[src/rtl/drcd_pkg.sv]
// Package of constants for the dual ratio clock divider.
// Assumes one synchronous clock mclk; input clocks are sampled levels.
// Operation
// - Reset drives true outputs low, complements high
// - Select low picks differential pair, high TTL
// - Divide-by-two and divide-by-four, half duty cycle
// - Slower rising edges coincide with faster rising edges
// - Open differential pair reads as steady low
package drcd_pkg;
	// Output counts per ratio
	localparam int DIV2_OUTS = 2;
	localparam int DIV4_OUTS = 4;
	// Reset value of the divider phase counter
	localparam logic [1:0] PHASE_RESET = 2'h0;
	// Phase counter bit that forms each ratio
	localparam int DIV2_BIT = 0;
	localparam int DIV4_BIT = 1;
	// Source select codes
	localparam logic SEL_PECL = 1'h0;
	localparam logic SEL_TTL = 1'h1;
endpackage

[src/rtl/drcd_top.sv]
// Dual ratio clock divider: picks one input clock, divides by 2 and 4.
// Assumes input clocks are sampled synchronously to mclk and are slower
// than half of mclk, so each input rising edge is seen as one edge.
`timescale 1ns/1ps
module drcd_top #(
	parameter int N_DIV2 = drcd_pkg::DIV2_OUTS,
	parameter int N_DIV4 = drcd_pkg::DIV4_OUTS
) (
	input wire logic mclk,
	input wire logic nrst,
	input wire logic source_sel,
	input wire logic diff_pecl_clk_in_p,
	input wire logic diff_pecl_clk_in_n,
	input wire logic diff_pecl_open,
	input wire logic ttl_clock_in,
	output logic [N_DIV2-1:0] divided_clk_out_div2,
	output logic [N_DIV2-1:0] divided_clk_out_div2_n,
	output logic [N_DIV4-1:0] divided_clk_out_div4,
	output logic [N_DIV4-1:0] divided_clk_out_div4_n
);
	typedef enum logic [1:0] {
		DRCD_LOW = 2'h1,
		DRCD_HIGH = 2'h2
	} drcd_lvl_t;

	logic pecl_level;
	logic sel_clk;
	logic [1:0] phase;
	logic [1:0] next_phase;
	drcd_lvl_t src_state;
	drcd_lvl_t next_src_state;
	logic rise;

	// Refuse output counts that the generate loops cannot serve
	generate
		if (N_DIV2 < 1 || N_DIV4 < 1) begin : g_bad_count
			$error("drcd_top needs at least one output per ratio");
		end
	endgenerate

	// Open pair is held low; otherwise high only with true side high and complement low
	always_comb begin
		pecl_level = diff_pecl_clk_in_p & ~diff_pecl_clk_in_n;
		if (diff_pecl_open) begin
			pecl_level = 1'h0;
		end
	end

	// Source mux, ahead of the edge detector so both ratios share it
	always_comb begin
		if (source_sel == drcd_pkg::SEL_PECL) begin
			sel_clk = pecl_level;
		end else begin
			sel_clk = ttl_clock_in;
		end
	end

	// Edge tracking of the selected clock level as a two-state machine;
	// a rise is taken only from the low state, so a level that sits high
	// for many mclk cycles still counts as a single edge
	always_comb begin
		next_src_state = src_state;
		rise = 1'h0;
		unique case (src_state)
			DRCD_LOW: begin
				if (sel_clk) begin
					next_src_state = DRCD_HIGH;
					rise = 1'h1;
				end
			end
			DRCD_HIGH: begin
				if (!sel_clk) begin
					next_src_state = DRCD_LOW;
				end
			end
			default: begin
				next_src_state = DRCD_LOW; // Illegal code falls back low
			end
		endcase
	end

	// One shared counter keeps the two ratios locked in phase. It counts
	// down (00, 11, 10, 01), so bit 1 flips only when bit 0 rises: a
	// slow rising edge can then never land on a fast falling edge.
	always_comb begin
		next_phase = phase;
		if (rise) begin
			next_phase = phase - 2'h1;
		end
	end

	// Previous level starts low so a high input at release counts once
	always_ff @(posedge mclk or negedge nrst) begin
		if (!nrst) begin
			src_state <= DRCD_LOW;
			phase <= drcd_pkg::PHASE_RESET;
		end else begin
			src_state <= next_src_state;
			phase <= next_phase;
		end
	end

	// Outputs toggle in the same cycle as the counter, all through flops
	genvar gi;
	generate
		for (gi = 0; gi < N_DIV2; gi++) begin : g_div2
			drcd_out_pair u_pair (
				.mclk(mclk),
				.nrst(nrst),
				.level(next_phase[drcd_pkg::DIV2_BIT]),
				.q(divided_clk_out_div2[gi]),
				.q_n(divided_clk_out_div2_n[gi])
			);
		end
		for (gi = 0; gi < N_DIV4; gi++) begin : g_div4
			drcd_out_pair u_pair (
				.mclk(mclk),
				.nrst(nrst),
				.level(next_phase[drcd_pkg::DIV4_BIT]),
				.q(divided_clk_out_div4[gi]),
				.q_n(divided_clk_out_div4_n[gi])
			);
		end
	endgenerate

	// Rising slow edge always lands with a rising fast edge
	AST_ALIGN: assert property (
		@(posedge mclk) disable iff (!nrst)
		$rose(divided_clk_out_div4[0]) |-> $rose(divided_clk_out_div2[0]))
		else $error("slow rising edge without fast rising edge");

	// Complements are the exact inverse while running
	AST_COMPL: assert property (
		@(posedge mclk) disable iff (!nrst)
		divided_clk_out_div2_n[0] == ~divided_clk_out_div2[0])
		else $error("div2 complement mismatch");
	AST_COMPL4: assert property (
		@(posedge mclk) disable iff (!nrst)
		divided_clk_out_div4_n[0] == ~divided_clk_out_div4[0])
		else $error("div4 complement mismatch");

	// Each taken edge moves div2; div4 moves with every div2 rise only
	AST_HALF2: assert property (
		@(posedge mclk) disable iff (!nrst)
		rise |=> divided_clk_out_div2[0] != $past(divided_clk_out_div2[0]))
		else $error("div2 did not toggle on input edge");
	AST_QUIET2: assert property (
		@(posedge mclk) disable iff (!nrst)
		!rise |=> $stable(divided_clk_out_div2[0]))
		else $error("div2 moved without input edge");
	AST_QUIET: assert property (
		@(posedge mclk) disable iff (!nrst)
		!rise |=> $stable(divided_clk_out_div4[0]))
		else $error("div4 moved without input edge");
	AST_DIV4: assert property (
		@(posedge mclk) disable iff (!nrst)
		(rise && !divided_clk_out_div2[0]) |=>
			divided_clk_out_div4[0] != $past(divided_clk_out_div4[0]))
		else $error("div4 did not toggle with a div2 rise");
	AST_DIV4_HOLD: assert property (
		@(posedge mclk) disable iff (!nrst)
		(rise && divided_clk_out_div2[0]) |=>
			$stable(divided_clk_out_div4[0]))
		else $error("div4 toggled with a div2 fall");

	// Edge detector never takes two rises back to back
	AST_ONE_RISE: assert property (
		@(posedge mclk) disable iff (!nrst)
		rise |=> !rise)
		else $error("two input rises in consecutive cycles");

	// Open pair reads low; the select pin routes the chosen source
	AST_OPEN: assert property (
		@(posedge mclk) disable iff (!nrst)
		(diff_pecl_open && source_sel == drcd_pkg::SEL_PECL) |-> !sel_clk)
		else $error("open pair not held low");
	AST_SEL_TTL: assert property (
		@(posedge mclk) disable iff (!nrst)
		source_sel == drcd_pkg::SEL_TTL |-> sel_clk == ttl_clock_in)
		else $error("TTL source not routed");
	AST_SEL_PECL: assert property (
		@(posedge mclk) disable iff (!nrst)
		(source_sel == drcd_pkg::SEL_PECL && !diff_pecl_open) |->
			sel_clk == (diff_pecl_clk_in_p && !diff_pecl_clk_in_n))
		else $error("differential source not routed");

	// Reset holds the output pins; release starts both ratios low
	AST_START: assert property (
		@(posedge mclk)
		$rose(nrst) |-> !divided_clk_out_div2[0] && !divided_clk_out_div4[0])
		else $error("dividers not low after reset");
	AST_RST: assert property (
		@(posedge mclk)
		!nrst |-> !divided_clk_out_div4[0] && divided_clk_out_div4_n[0])
		else $error("div4 reset state wrong");
	AST_RST_DIV2: assert property (
		@(posedge mclk)
		!nrst |-> !divided_clk_out_div2[0] && divided_clk_out_div2_n[0])
		else $error("div2 reset state wrong");

	// Every further copy of a ratio follows copy zero, so the checks
	// above on copy zero stand for all pins of that ratio
	for (gi = 1; gi < N_DIV2; gi++) begin : g_chk2
		AST_COPY2: assert property (
			@(posedge mclk)
			divided_clk_out_div2[gi] == divided_clk_out_div2[0] &&
			divided_clk_out_div2_n[gi] == divided_clk_out_div2_n[0])
			else $error("div2 copies differ");
	end
	for (gi = 1; gi < N_DIV4; gi++) begin : g_chk4
		AST_COPY4: assert property (
			@(posedge mclk)
			divided_clk_out_div4[gi] == divided_clk_out_div4[0] &&
			divided_clk_out_div4_n[gi] == divided_clk_out_div4_n[0])
			else $error("div4 copies differ");
	end

	// Main scenarios: slow edge, each source, open pair toggling
	COV_DIV4_RISE: cover property (@(posedge mclk) disable iff (!nrst)
		$rose(divided_clk_out_div4[0]));
	COV_TTL: cover property (@(posedge mclk) disable iff (!nrst)
		source_sel && rise);
	COV_PECL: cover property (@(posedge mclk) disable iff (!nrst)
		!source_sel && rise);
	COV_OPEN: cover property (@(posedge mclk) disable iff (!nrst)
		diff_pecl_open && !source_sel && diff_pecl_clk_in_p);
endmodule

[src/rtl/drcd_out_pair.sv]
// One true/complement output pair driven from a flip-flop each.
// Assumes the level input changes only on mclk edges.
`timescale 1ns/1ps
module drcd_out_pair (
	input wire logic mclk,
	input wire logic nrst,
	input wire logic level,
	output logic q,
	output logic q_n
);
	logic next_q;

	// Complement is the inverse of the true side
	always_comb begin
		next_q = level;
	end

	// Reset forces true low and complement high
	always_ff @(posedge mclk or negedge nrst) begin
		if (!nrst) begin
			q <= 1'h0;
			q_n <= 1'h1;
		end else begin
			q <= next_q;
			q_n <= ~next_q;
		end
	end
endmodule

[config.mk]
export PLATFORM = sky130hd
export DESIGN_NAME = drcd_top
export DESIGN_NICKNAME = d
export VERILOG_FILES = /design/src/rtl/drcd_pkg.sv /design/src/rtl/drcd_top.sv /design/src/rtl/drcd_out_pair.sv
export SDC_FILE = /design/constraint.sdc
export NUM_CORES = 1
export LEC_CHECK = 0
export ABC_AREA = 1
export BUFFER_PORTS_ARGS = -buffer_cell sky130_fd_sc_hd__buf_2
export CAP_MARGIN = 20
export CORE_AREA = 2 2 39 41
export CTS_BUF_LIST = sky130_fd_sc_hd__clkbuf_16
export DETAILED_ROUTE_END_ITERATION = 8
export DIE_AREA = 0 0 41 43
export PLACE_DENSITY = 0.58
export SKIP_LAST_GASP = 1
export SLEW_MARGIN = 25
export SYNTH_ARGS = -nofsm -noshare
export SYNTH_HDL_FRONTEND = slang
export SYNTH_SLANG_ARGS = --single-unit
[constraint.sdc]
create_clock -name mclk -period 1.3 [get_ports mclk]
set_input_delay 0.26 -clock mclk [delete_from_list [all_inputs] [get_ports mclk]]
set_output_delay 0.26 -clock mclk [all_outputs]
set_load 0.005 [all_outputs]
==> out/summary.md, run 1 <==
* **area share of the largest cell type after synthesis** 0.226
* **cell chosen for the clock root** sky130_fd_sc_hd__clkbuf_16
* **static leakage** 0.000284 uW
* **Crit Path Class** flip-flop to primary output
* **# clock sinks** 6
* **Critical Path Max Stage Delay** 0.53 ns
* **pin count of the biggest net entering global routing** 9
* **Synthesized Nets** 54
* **mean instance size in the synthesized netlist** 8.49 um^2
* **post-route worst setup slack** 0.173 ns
* **number of clock buffers inserted by TritonCTS** 3
* **number of global-route vias before repair** 286
* **total power per unit cell area** 2350 nW/um^2
* **endpoint of the lowest-slack register-to-register path** phase[0]
* **worst slack at placement** 0.289 ns
* **arrival time at the worst endpoint** 0.87 ns
* **Max FO, Critical Path** 4
* **average wire per cell in the routed design** 8.70 um
* **deepest level of the CTS H-tree** 1
* **Worst Reg2Reg Path Length in Cells** 5
* **TritonCTS clock tree** done
* **number of antenna violations at the first check in global routing** 0
* **Critical Path End Type** primary output
* **CP cell instances** buf_2
* **iteration-0 DRC count of the detailed router** 1
* **starting utilization of the core area** 0.288
* **mapped cell area** 399 um^2
* **fraction of final layout cells sized beyond drive strength 1** 0.517
* **clock latency on the worst-skew pair** 0.23 ns
* **required time worst endpoint** 1.04 ns
* **buffering stage count on the worst path with inverters included** 1
* **synthesis-stage register bit count** 6
* **final clock skew** 0.00309 ns
* **Die Area** 1760 um^2
* **number of optimization iterations in the first detailed-route pass** 2
* **# rows** 14
* **I/O pins** 19
* **Final Hold Fails** 0
* **worst min-delay path endpoint** src_state[0]
* **Final Slew Violations** 0
* **cell depth of the worst hold path** 4
* **result of the run** finished, final reports clean
* **total grt overflow** 0
* **commonest non-fill, non-tap cell in the layout** sky130_fd_sc_hd__buf_2
* **overall routed net length** 644 um
* **largest vdd supply drop** 0.614 mV
* **number of instances in the synthesized netlist** 47
* **number of vias per cell** 4.18
* **horizontal die dimension** 41 um
* **number of different library cells in the post-synthesis netlist** 14
* **final critical-path required period** 1.13 ns
* **standard cell core area** 1380 um^2
* **aggregate negative setup slack** 0 ns
* **Post-CTS Repair Setup Buffers** 0
* **crit start category** flip-flop
* **relative slew slack** 0.838
* **routability-driven placement congestion ratio** 0.717
* **sequential-to-total area share from yosys stat** 0.386
* **Bufs on Longest Clock Path** 2
* **count of max-cap constraint violations** 0
* **Setup Viol. Count Final** 0
* **standard cell with the maximum stage delay on the critical path** sky130_fd_sc_hd__dfstp_2
* **number of fill cells in the layout** 141
* **Tcrit/Tclk final** 0.867
* **Crit path max-delay family** flip-flops
* **Final nets** 66
* **min-delay worst type** input pin to flip-flop
* **commonest cells after routing, fill and taps aside** sky130_fd_sc_hd__buf_2 (18), sky130_fd_sc_hd__nand2_1 (10), sky130_fd_sc_hd__inv_1 (5)
* **Hold Crit Start** ttl_clock_in
* **maximum clock frequency** 0.887 GHz
* **synth-to-layout area growth** 27.3%
* **hpwl dp** 459 um
* **register-to-register setup slack** 0.29 ns
* **IO Port Bufs** 18
* **slew at the pin closest to its max-slew limit** 0.243 ns
* **main area contributors after synthesis** sky130_fd_sc_hd__buf_4 (23%), sky130_fd_sc_hd__dfstp_2 (20%), sky130_fd_sc_hd__dfrtp_1 (19%), sky130_fd_sc_hd__nand2_1 (9.4%), sky130_fd_sc_hd__nand3_1 (5.0%)
* **via total after detailed routing** 309
* **unrepaired setup endpoints after global routing** false
* **total of warnings raised by yosys** 0
* **global router's overall resource usage** 0.0960
* **wire length of the first global-routing pass** 1080 um
* **startpoint of the most critical register-to-register path** src_state[0]
* **number of antenna-violating nets in the routed design** 0
* **die boundary height** 43 um
* **cell type with the largest total area after synthesis** sky130_fd_sc_hd__buf_4
* **DRC violations left** 0
* **number of diodes** 0
* **Reg clk slew, reported paths** 0.04 ns
==> per-stage QoR <==
step / hold WS, ns / cells / total power (uW) / util / instance area (um^2)
final: 0.368 / 74 / 1200 / 0.367 / 508
after global routing: 0.405 / 74 / 1290 / 0.367 / 508
after CTS: 0.373 / 74 / 1210 / 0.367 / 508
after detailed placement: 0.0929 / 69 / 689 / 0.303 / 419
after global placement: 0.0895 / 69 / 680 / 0.303 / 419
after floorplan: -0.0356 / 47 / 728 / - / 399
==> area by class of cell <==
class / instances / area [um^2] / area share
sequential: 6 / 154 / 0.303
clock buffer: 3 / 75.1 / 0.148
clock inverter: 1 / 3.75 / 0.00739
tap: 16 / 20.0 / 0.0394
timing repair buffer: 19 / 100 / 0.197
inverter: 6 / 22.5 / 0.0443
multi-input combinational: 23 / 133 / 0.261
==> power by group <==
| part | switching [uW] | total, uW | internal, uW |
|---|---|---|---|
| clock network | 113 | 512 | 399 |
| registers | 77.4 | 346 | 268 |
| logic | 155 | 338 | 183 |
| total | 345 | 1200 | 851 |
==> layer usage <==
metal / track usage / vias up / share of wire
met4: 0.0800 / 0 / 0.023
met5: 0 / - / 0
li1: - / 149 / -
met2: 0.141 / 12 / 0.48
met1: 0.105 / 144 / 0.42
met3: 0.0314 / 4 / 0.075
==> Yosys cell counts <==
| master | number |
|---|---|
| sky130_fd_sc_hd__buf_4 | 12 |
| sky130_fd_sc_hd__nand2_1 | 10 |
| sky130_fd_sc_hd__inv_1 | 4 |
| sky130_fd_sc_hd__nand3_1 | 4 |
| sky130_fd_sc_hd__dfrtp_1 | 3 |
| sky130_fd_sc_hd__dfstp_2 | 3 |
| sky130_fd_sc_hd__nor2_1 | 3 |
| sky130_fd_sc_hd__inv_2 | 2 |
| sky130_fd_sc_hd__nand2_2 | 1 |
| sky130_fd_sc_hd__nand2_4 | 1 |
| sky130_fd_sc_hd__nor2_8 | 1 |
| sky130_fd_sc_hd__o21ai_2 | 1 |
| sky130_fd_sc_hd__xnor2_1 | 1 |
| sky130_fd_sc_hd__xor2_1 | 1 |
==> repair_timing <==
action	in CTS	in global routing
hold buffers	1	0
hold endpoints to repair	3	0
gates resized for setup	0	0
==> how the worst max path moves through the flow <==
stage                         start                   endpoint  slack [ns]  cells after the start
6_report       g_div4[2].u_pair.q_n  divided_clk_out_div4_n[1]        0.17                      1
5_1_grt                    phase[0]    divided_clk_out_div2[0]        0.12                      1
4_1_cts        g_div4[2].u_pair.q_n  divided_clk_out_div4_n[1]        0.16                      1
3_5_place_dp           src_state[0]                   phase[0]        0.29                      5
3_3_place_gp           src_state[0]                  flip-flop        0.30                      5
2_1_floorplan          src_state[0]                  flip-flop        0.34                      5
==> kinds of logic (layout without fill, tap and decap cells) <==
logic type                count (synthesis)  count (layout)  synth area share
xor gates and xnor gates                  2               2            0.0439
buffers and inverters                    18              29             0.282
and+or+nand+nor                          20              20             0.266
AOI/OAI and AO/OA                         1               1            0.0219
DFF                                       6               6             0.386
(Power assumes the default switching activity.)
==> inputs of run 2 (changes only) <==
--- a/config.mk
+++ b/config.mk
@@ -6,13 +6,13 @@
 export NUM_CORES = 1
 export LEC_CHECK = 0
 export ABC_AREA = 1
-export BUFFER_PORTS_ARGS = -buffer_cell sky130_fd_sc_hd__buf_2
 export CAP_MARGIN = 20
 export CORE_AREA = 2 2 39 41
 export CTS_BUF_LIST = sky130_fd_sc_hd__clkbuf_16
 export DETAILED_ROUTE_END_ITERATION = 8
 export DIE_AREA = 0 0 41 43
-export PLACE_DENSITY = 0.58
+export DONT_BUFFER_PORTS = 1
+export PLACE_DENSITY = 0.46
 export SKIP_LAST_GASP = 1
 export SLEW_MARGIN = 25
 export SYNTH_ARGS = -nofsm -noshare
==> run 2 against run 1 <==
Clock-buffer cell count unchanged; critical path depth decreased by 1; non-clock buffer count decreased by 18; global-route usage decreased by 0.83 points; via count decreased by 27%; combinational power decreased by 57%; power decreased by 13%; register-to-register slack about the same; maximum frequency increased by 6.8%; sequential share of layout area increased by 6.5 points; die area unchanged; routed wire length decreased by 21%; critical path type unchanged; critical endpoint is now divided_clk_out_div4_n[3]; largest cell class unchanged; largest power group unchanged.
==> out/summary.md, run 2 (synthesized netlist as in run 1, its figures left out) <==
* **Bufs on Longest Clock Path** 2, unchanged
* **static leakage** 0.000212 uW, -25%
* **fraction of power consumed by sequential logic** 0.372, +0.083
* **commonest cells after routing, fill and taps aside** sky130_fd_sc_hd__nand2_1 (10), sky130_fd_sc_hd__inv_1 (5), sky130_fd_sc_hd__nand3_1 (4)
* **post-cts hold buffer count** 1, unchanged
* **# clock sinks** 6, unchanged
* **slew at the pin closest to its max-slew limit** 0.345 ns, +0.102 ns
* **Final Slew Violations** 0, unchanged
* **IO Port Bufs** 0, -18
* **Worst Reg2Reg Path Length in Cells** 5, unchanged
* **global router's overall resource usage** 0.0877, -0.00826
* **average wire per cell in the routed design** 9.13 um, +4.9%
* **final non-filler cell total** 56, -24%
* **post-placement cell count** 51, -26%
* **# rows** 14, unchanged
* **number of gates resized after cts** 0, unchanged
* **hpwl dp** 377 um, -18%
* **number of clock buffers inserted by TritonCTS** 3, unchanged
* **via total after detailed routing** 226, -27%
* **largest vdd supply drop** 0.729 mV, +19%
* **cell chosen for the clock root** sky130_fd_sc_hd__clkbuf_16
* **wire length of the first global-routing pass** 862 um, -20%
* **Final Hold Fails** 0, unchanged
* **unrepaired setup endpoints after global routing** false
* **crit start category** flip-flop
* **final clock skew** 0.00338 ns, +0.000291 ns
* **standard cell core area** 1380 um^2, unchanged
* **Die Area** 1760 um^2, unchanged
* **required time worst endpoint** 1.04 ns, about the same
* **Crit Path Class** flip-flop to primary output
* **final worst hold slack** 0.280 ns, -0.0877 ns
* **fraction of final layout cells sized beyond drive strength 1** 0.300, -0.217
* **maximum clock frequency** 0.948 GHz, +6.8%
* **TritonCTS clock tree** done
* **clock latency on the worst-skew pair** 0.23 ns, about the same
* **synth-to-layout area growth** 4.70%
* **die boundary height** 43 um, unchanged
* **iteration-0 DRC count of the detailed router** 0, -1
* **count of max-cap constraint violations** 0, unchanged
* **I/O pins** 19, unchanged
* **arrival time at the worst endpoint** 0.80 ns, -0.07 ns
* **Post-CTS Repair Setup Buffers** 0, unchanged
* **total power per unit cell area** 2480 nW/um^2, +5.4%
* **proportion of total power due to net switching** 0.287, -0.00124
* **Reg clk slew, reported paths** 0.04 ns, about the same
* **DRC violations left** 0, unchanged
* **Switch Pwr** 298 uW, -14%
* **overall routed net length** 511 um, -21%
* **number of vias per cell** 4.04, -3.4%
* **horizontal die dimension** 41 um, unchanged
* **pin count of the biggest net entering global routing** 9, unchanged
* **Setup Viol. Count Final** 0, unchanged
* **starting utilization of the core area** 0.288, unchanged
* **number of antenna violations at the first check in global routing** 0, unchanged
* **routability-driven placement congestion ratio** 0.727, +1.4%
* **number of optimization iterations in the first detailed-route pass** 1, -1
* **cell depth of the worst hold path** 3, -1
* **internal power** 739 uW, -13%
* **Clk pwr share** 0.487, +0.059
* **commonest non-fill, non-tap cell in the layout** sky130_fd_sc_hd__nand2_1
* **total grt overflow** 0, unchanged
* **aggregate negative setup slack** 0 ns, unchanged
* **number of global-route vias before repair** 205, -28%
* **result of the run** finished, final reports clean
* **final critical-path required period** 1.06 ns, -0.0717 ns
* **min-delay worst type** input pin to flip-flop
* **Max FO, Critical Path** 4, unchanged
* **Critical Path End Type** primary output
* **deepest level of the CTS H-tree** 1, unchanged
* **Final nets** 48, -27%
* **number of diodes** 0, unchanged
* **CP Depth** 0, -1
* **number of antenna-violating nets in the routed design** 0, unchanged
* **power share of the combinational group** 0.141, -0.142
* **Tcrit/Tclk final** 0.812, -0.0551
* **relative slew slack** 0.770, -0.0678
## run 2: power by group through the flow
stage          Combinational, uW  Clock, uW  Sequential (uW)
2_1_floorplan                386          0              341
3_3_place_gp                 147          0              391
3_5_place_dp                 142          0              391
4_1_cts                      149        513              389
5_1_grt                      174        525              412
6_report                     146        506              386
## run 2: path summary, 6_finish.rpt
path | startpoint | to | slack [ns]
min in group asynchronous | nrst | src_state[1] | 0.34
min reg2reg | src_state[0] | src_state[0] | 0.57
max in group asynchronous | nrst | g_div2[1].u_pair.q_n | 0.68
max | g_div4[2].u_pair.q_n | divided_clk_out_div4_n[3] | 0.24
max reg2reg | src_state[0] | phase[0] | 0.29
min | ttl_clock_in | src_state[0] | 0.28
## run 2: metrics by stage
stage                     setup slack [ns]  cell area, um^2  power, uW   util
after floorplan                      0.342              399        728      -
after global placement               0.302              329        539  0.238
after detailed placement             0.294              329        533  0.238
after CTS                            0.241              418       1050  0.302
after global routing                 0.210              418       1110  0.302
final                                0.245              418       1040  0.302
## run 2: per-layer routing
layer  global-route usage  vias up  wire (um)
met1               0.0879       95        175
met3               0.0576        4         79
met5                    0        -          0
met2               0.0938       13        210
li1                     -      114          -
met4                0.127        0         46
## run 2: area by class of cell
type                    count  area [um^2]
repair buffers              1         10.0
multi-input cells          23          133
well taps                  16         20.0
clock inverters             1         3.75
clock buffers               3         75.1
inverters                   6         22.5
flip-flops and latches      6          154
fillers                   143          966
==> inputs of run 3 (changes only) <==
==> constraint.sdc (replaced) <==
create_clock -name mclk -period 1.1 [get_ports mclk]
set_input_delay 0.22 -clock mclk [delete_from_list [all_inputs] [get_ports mclk]]
set_output_delay 0.22 -clock mclk [all_outputs]
set_load 0.005 [all_outputs]
==> run 3 against run 2 <==
Power increased by 22%; critical path depth increased by 1; sequential share of layout area shrank 0.46 points; clock power is 20% higher; highest routed layer unchanged.
==> out/summary.md, run 3 (synthesized netlist as in run 1, its figures left out) <==
* **Final nets** 49, +2.1%
* **cell chosen for the clock root** sky130_fd_sc_hd__clkbuf_16
* **average wire per cell in the routed design** 10.5 um, +15%
* **Storage cell area** 155 um^2, +0.81%
* **required time worst endpoint** 0.88 ns, -0.16 ns
* **Crit path max-delay family** flip-flops
* **Tcrit/Tclk final** 0.953
* **Final Slew Violations** 0, unchanged
* **routability-driven placement congestion ratio** 0.658, -9.4%
* **total grt overflow** 0, unchanged
* **Crit Path Class** flip-flop to primary output
* **DRC violations left** 0, unchanged
* **synth-to-layout area growth** 6.90%
* **number of optimization iterations in the first detailed-route pass** 4, +3
* **starting utilization of the core area** 0.288, unchanged
* **relative slew slack** 0.812, +0.0417
* **worst slack at placement** 0.0781 ns, -0.216 ns
* **fraction of final layout cells sized beyond drive strength 1** 0.341, +0.0415
* **min-delay worst type** input pin to flip-flop
* **post-route worst setup slack** 0.0522 ns, -0.192 ns
* **static leakage** 0.000216 uW, +1.8%
* **arrival time at the worst endpoint** 0.83 ns, +0.03 ns
* **number of antenna-violating nets in the routed design** 0, unchanged
* **die boundary height** 43 um, unchanged
* **Setup Viol. Count Final** 0, unchanged
* **Final Hold Fails** 0, unchanged
* **number of vias per cell** 4.11, +1.7%
* **CP Depth** 1, +1
* **via total after detailed routing** 234, +3.5%
* **global router's overall resource usage** 0.101, +0.0130
* **number of global-route vias before repair** 256, +25%
* **count of max-cap constraint violations** 0, unchanged
* **maximum clock frequency** 0.954 GHz
* **iteration-0 DRC count of the detailed router** 3, +3
* **wire length of the first global-routing pass** 1040 um, +21%
* **number of clock buffers inserted by TritonCTS** 3, unchanged
* **deepest level of the CTS H-tree** 1, unchanged
* **register-to-register setup slack** 0.08 ns, -0.21 ns
* **horizontal die dimension** 41 um, unchanged
* **final clock skew** 0.000549 ns, -0.00283 ns
* **buffering stage count on the worst path with inverters included** 1
* **commonest cells after routing, fill and taps aside** sky130_fd_sc_hd__nand2_1 (10), sky130_fd_sc_hd__inv_1 (5), sky130_fd_sc_hd__nand3_1 (4)
* **commonest non-fill, non-tap cell in the layout** sky130_fd_sc_hd__nand2_1
* **largest vdd supply drop** 0.912 mV, +25%
* **crit start category** flip-flop
* **Critical Path End Type** primary output
* **aggregate negative setup slack** 0 ns, unchanged
* **cell depth of the worst hold path** 3, unchanged
* **unrepaired setup endpoints after global routing** false
* **Max FO, Critical Path** 5, +1
* **TritonCTS clock tree** done
* **area occupied by multi-input gates** 133 um^2, unchanged
* **overall routed net length** 596 um, +17%
* **number of diodes** 0, unchanged
* **hpwl dp** 421 um, +12%
* **number of fill cells in the layout** 150, +4.9%
* **Reg clk slew, reported paths** 0.04 ns, about the same
* **CP cell instances** buf_4
* **Bufs on Longest Clock Path** 2, unchanged
* **number of antenna violations at the first check in global routing** 0, unchanged
* **final critical-path required period** 1.05 ns
* **standard cell core area** 1380 um^2, unchanged
* **pin count of the biggest net entering global routing** 8, -1
* **Critical Path Max Stage Delay** 0.43 ns
* **# clock sinks** 6, unchanged
* **total power per unit cell area** 2970 nW/um^2, +20%
* **standard cell with the maximum stage delay on the critical path** sky130_fd_sc_hd__dfrtp_2
* **Worst Reg2Reg Path Length in Cells** 5, unchanged
* **clock latency on the worst-skew pair** 0.23 ns, about the same
* **Die Area** 1760 um^2, unchanged
* **# rows** 14, unchanged
* **slew at the pin closest to its max-slew limit** 0.282 ns, -0.0626 ns
* **I/O pins** 19, unchanged
* **IO Port Bufs** 0, unchanged
* **Post-CTS Repair Setup Buffers** 0, unchanged
* **result of the run** finished, final reports clean
run 3: cell types whose count changed in the layout (fill, tap and decap cells not counted), sizes merged:
cell  delta
buf      +1
run 3: layout make-up:
cell class	instances	area share
clock buffers	3	0.176
clock inverters	1	0.00880
multi-input cells	23	0.311
repair buffers	2	0.0411
flip-flops and latches	6	0.364
inverters	6	0.0528
well taps	16	0.0469
run 3: path summary, 6_finish.rpt:
check,start,to
max,flip-flop,divided_clk_out_div4[3]
min,ttl_clock_in,src_state[0]
max reg2reg,src_state[0],flip-flop
min reg2reg,flip-flop,g_div4[2].u_pair.q_n
max in group asynchronous,nrst,g_div2[1].u_pair.q_n
min in group asynchronous,nrst,src_state[1]
run 3: repair_timing:
item,4_1_cts,5_1_grt
endpoints found under the hold margin,6,0
hold buffers,1,0
setup endpoints to repair,0,4
gates resized for setup,0,1
run 3: report_power, final:
group | switching [uW] | internal, uW
Sequential | 112 | 323
Combinational | 123 | 106
Clock | 134 | 472
Total | 368 | 901
run 3: metal layers:
metal  global-route usage  routed length (um)
met1               0.0974                 243
met5                    0                   0
met2                0.128                 252
met4                0.147                  46
met3               0.0366                  53
run 3: metrics by stage:
step	hold slack, ns	util	cells	area (um^2)	total power, uW
4_1_cts	0.245	0.307	57	425	1290
6_report	0.243	0.308	57	427	1270
2_1_floorplan	-0.0756	-	47	399	860
3_5_place_dp	-0.0754	0.243	52	337	662
3_3_place_gp	-0.0755	0.243	52	337	653
5_1_grt	0.270	0.308	57	427	1360
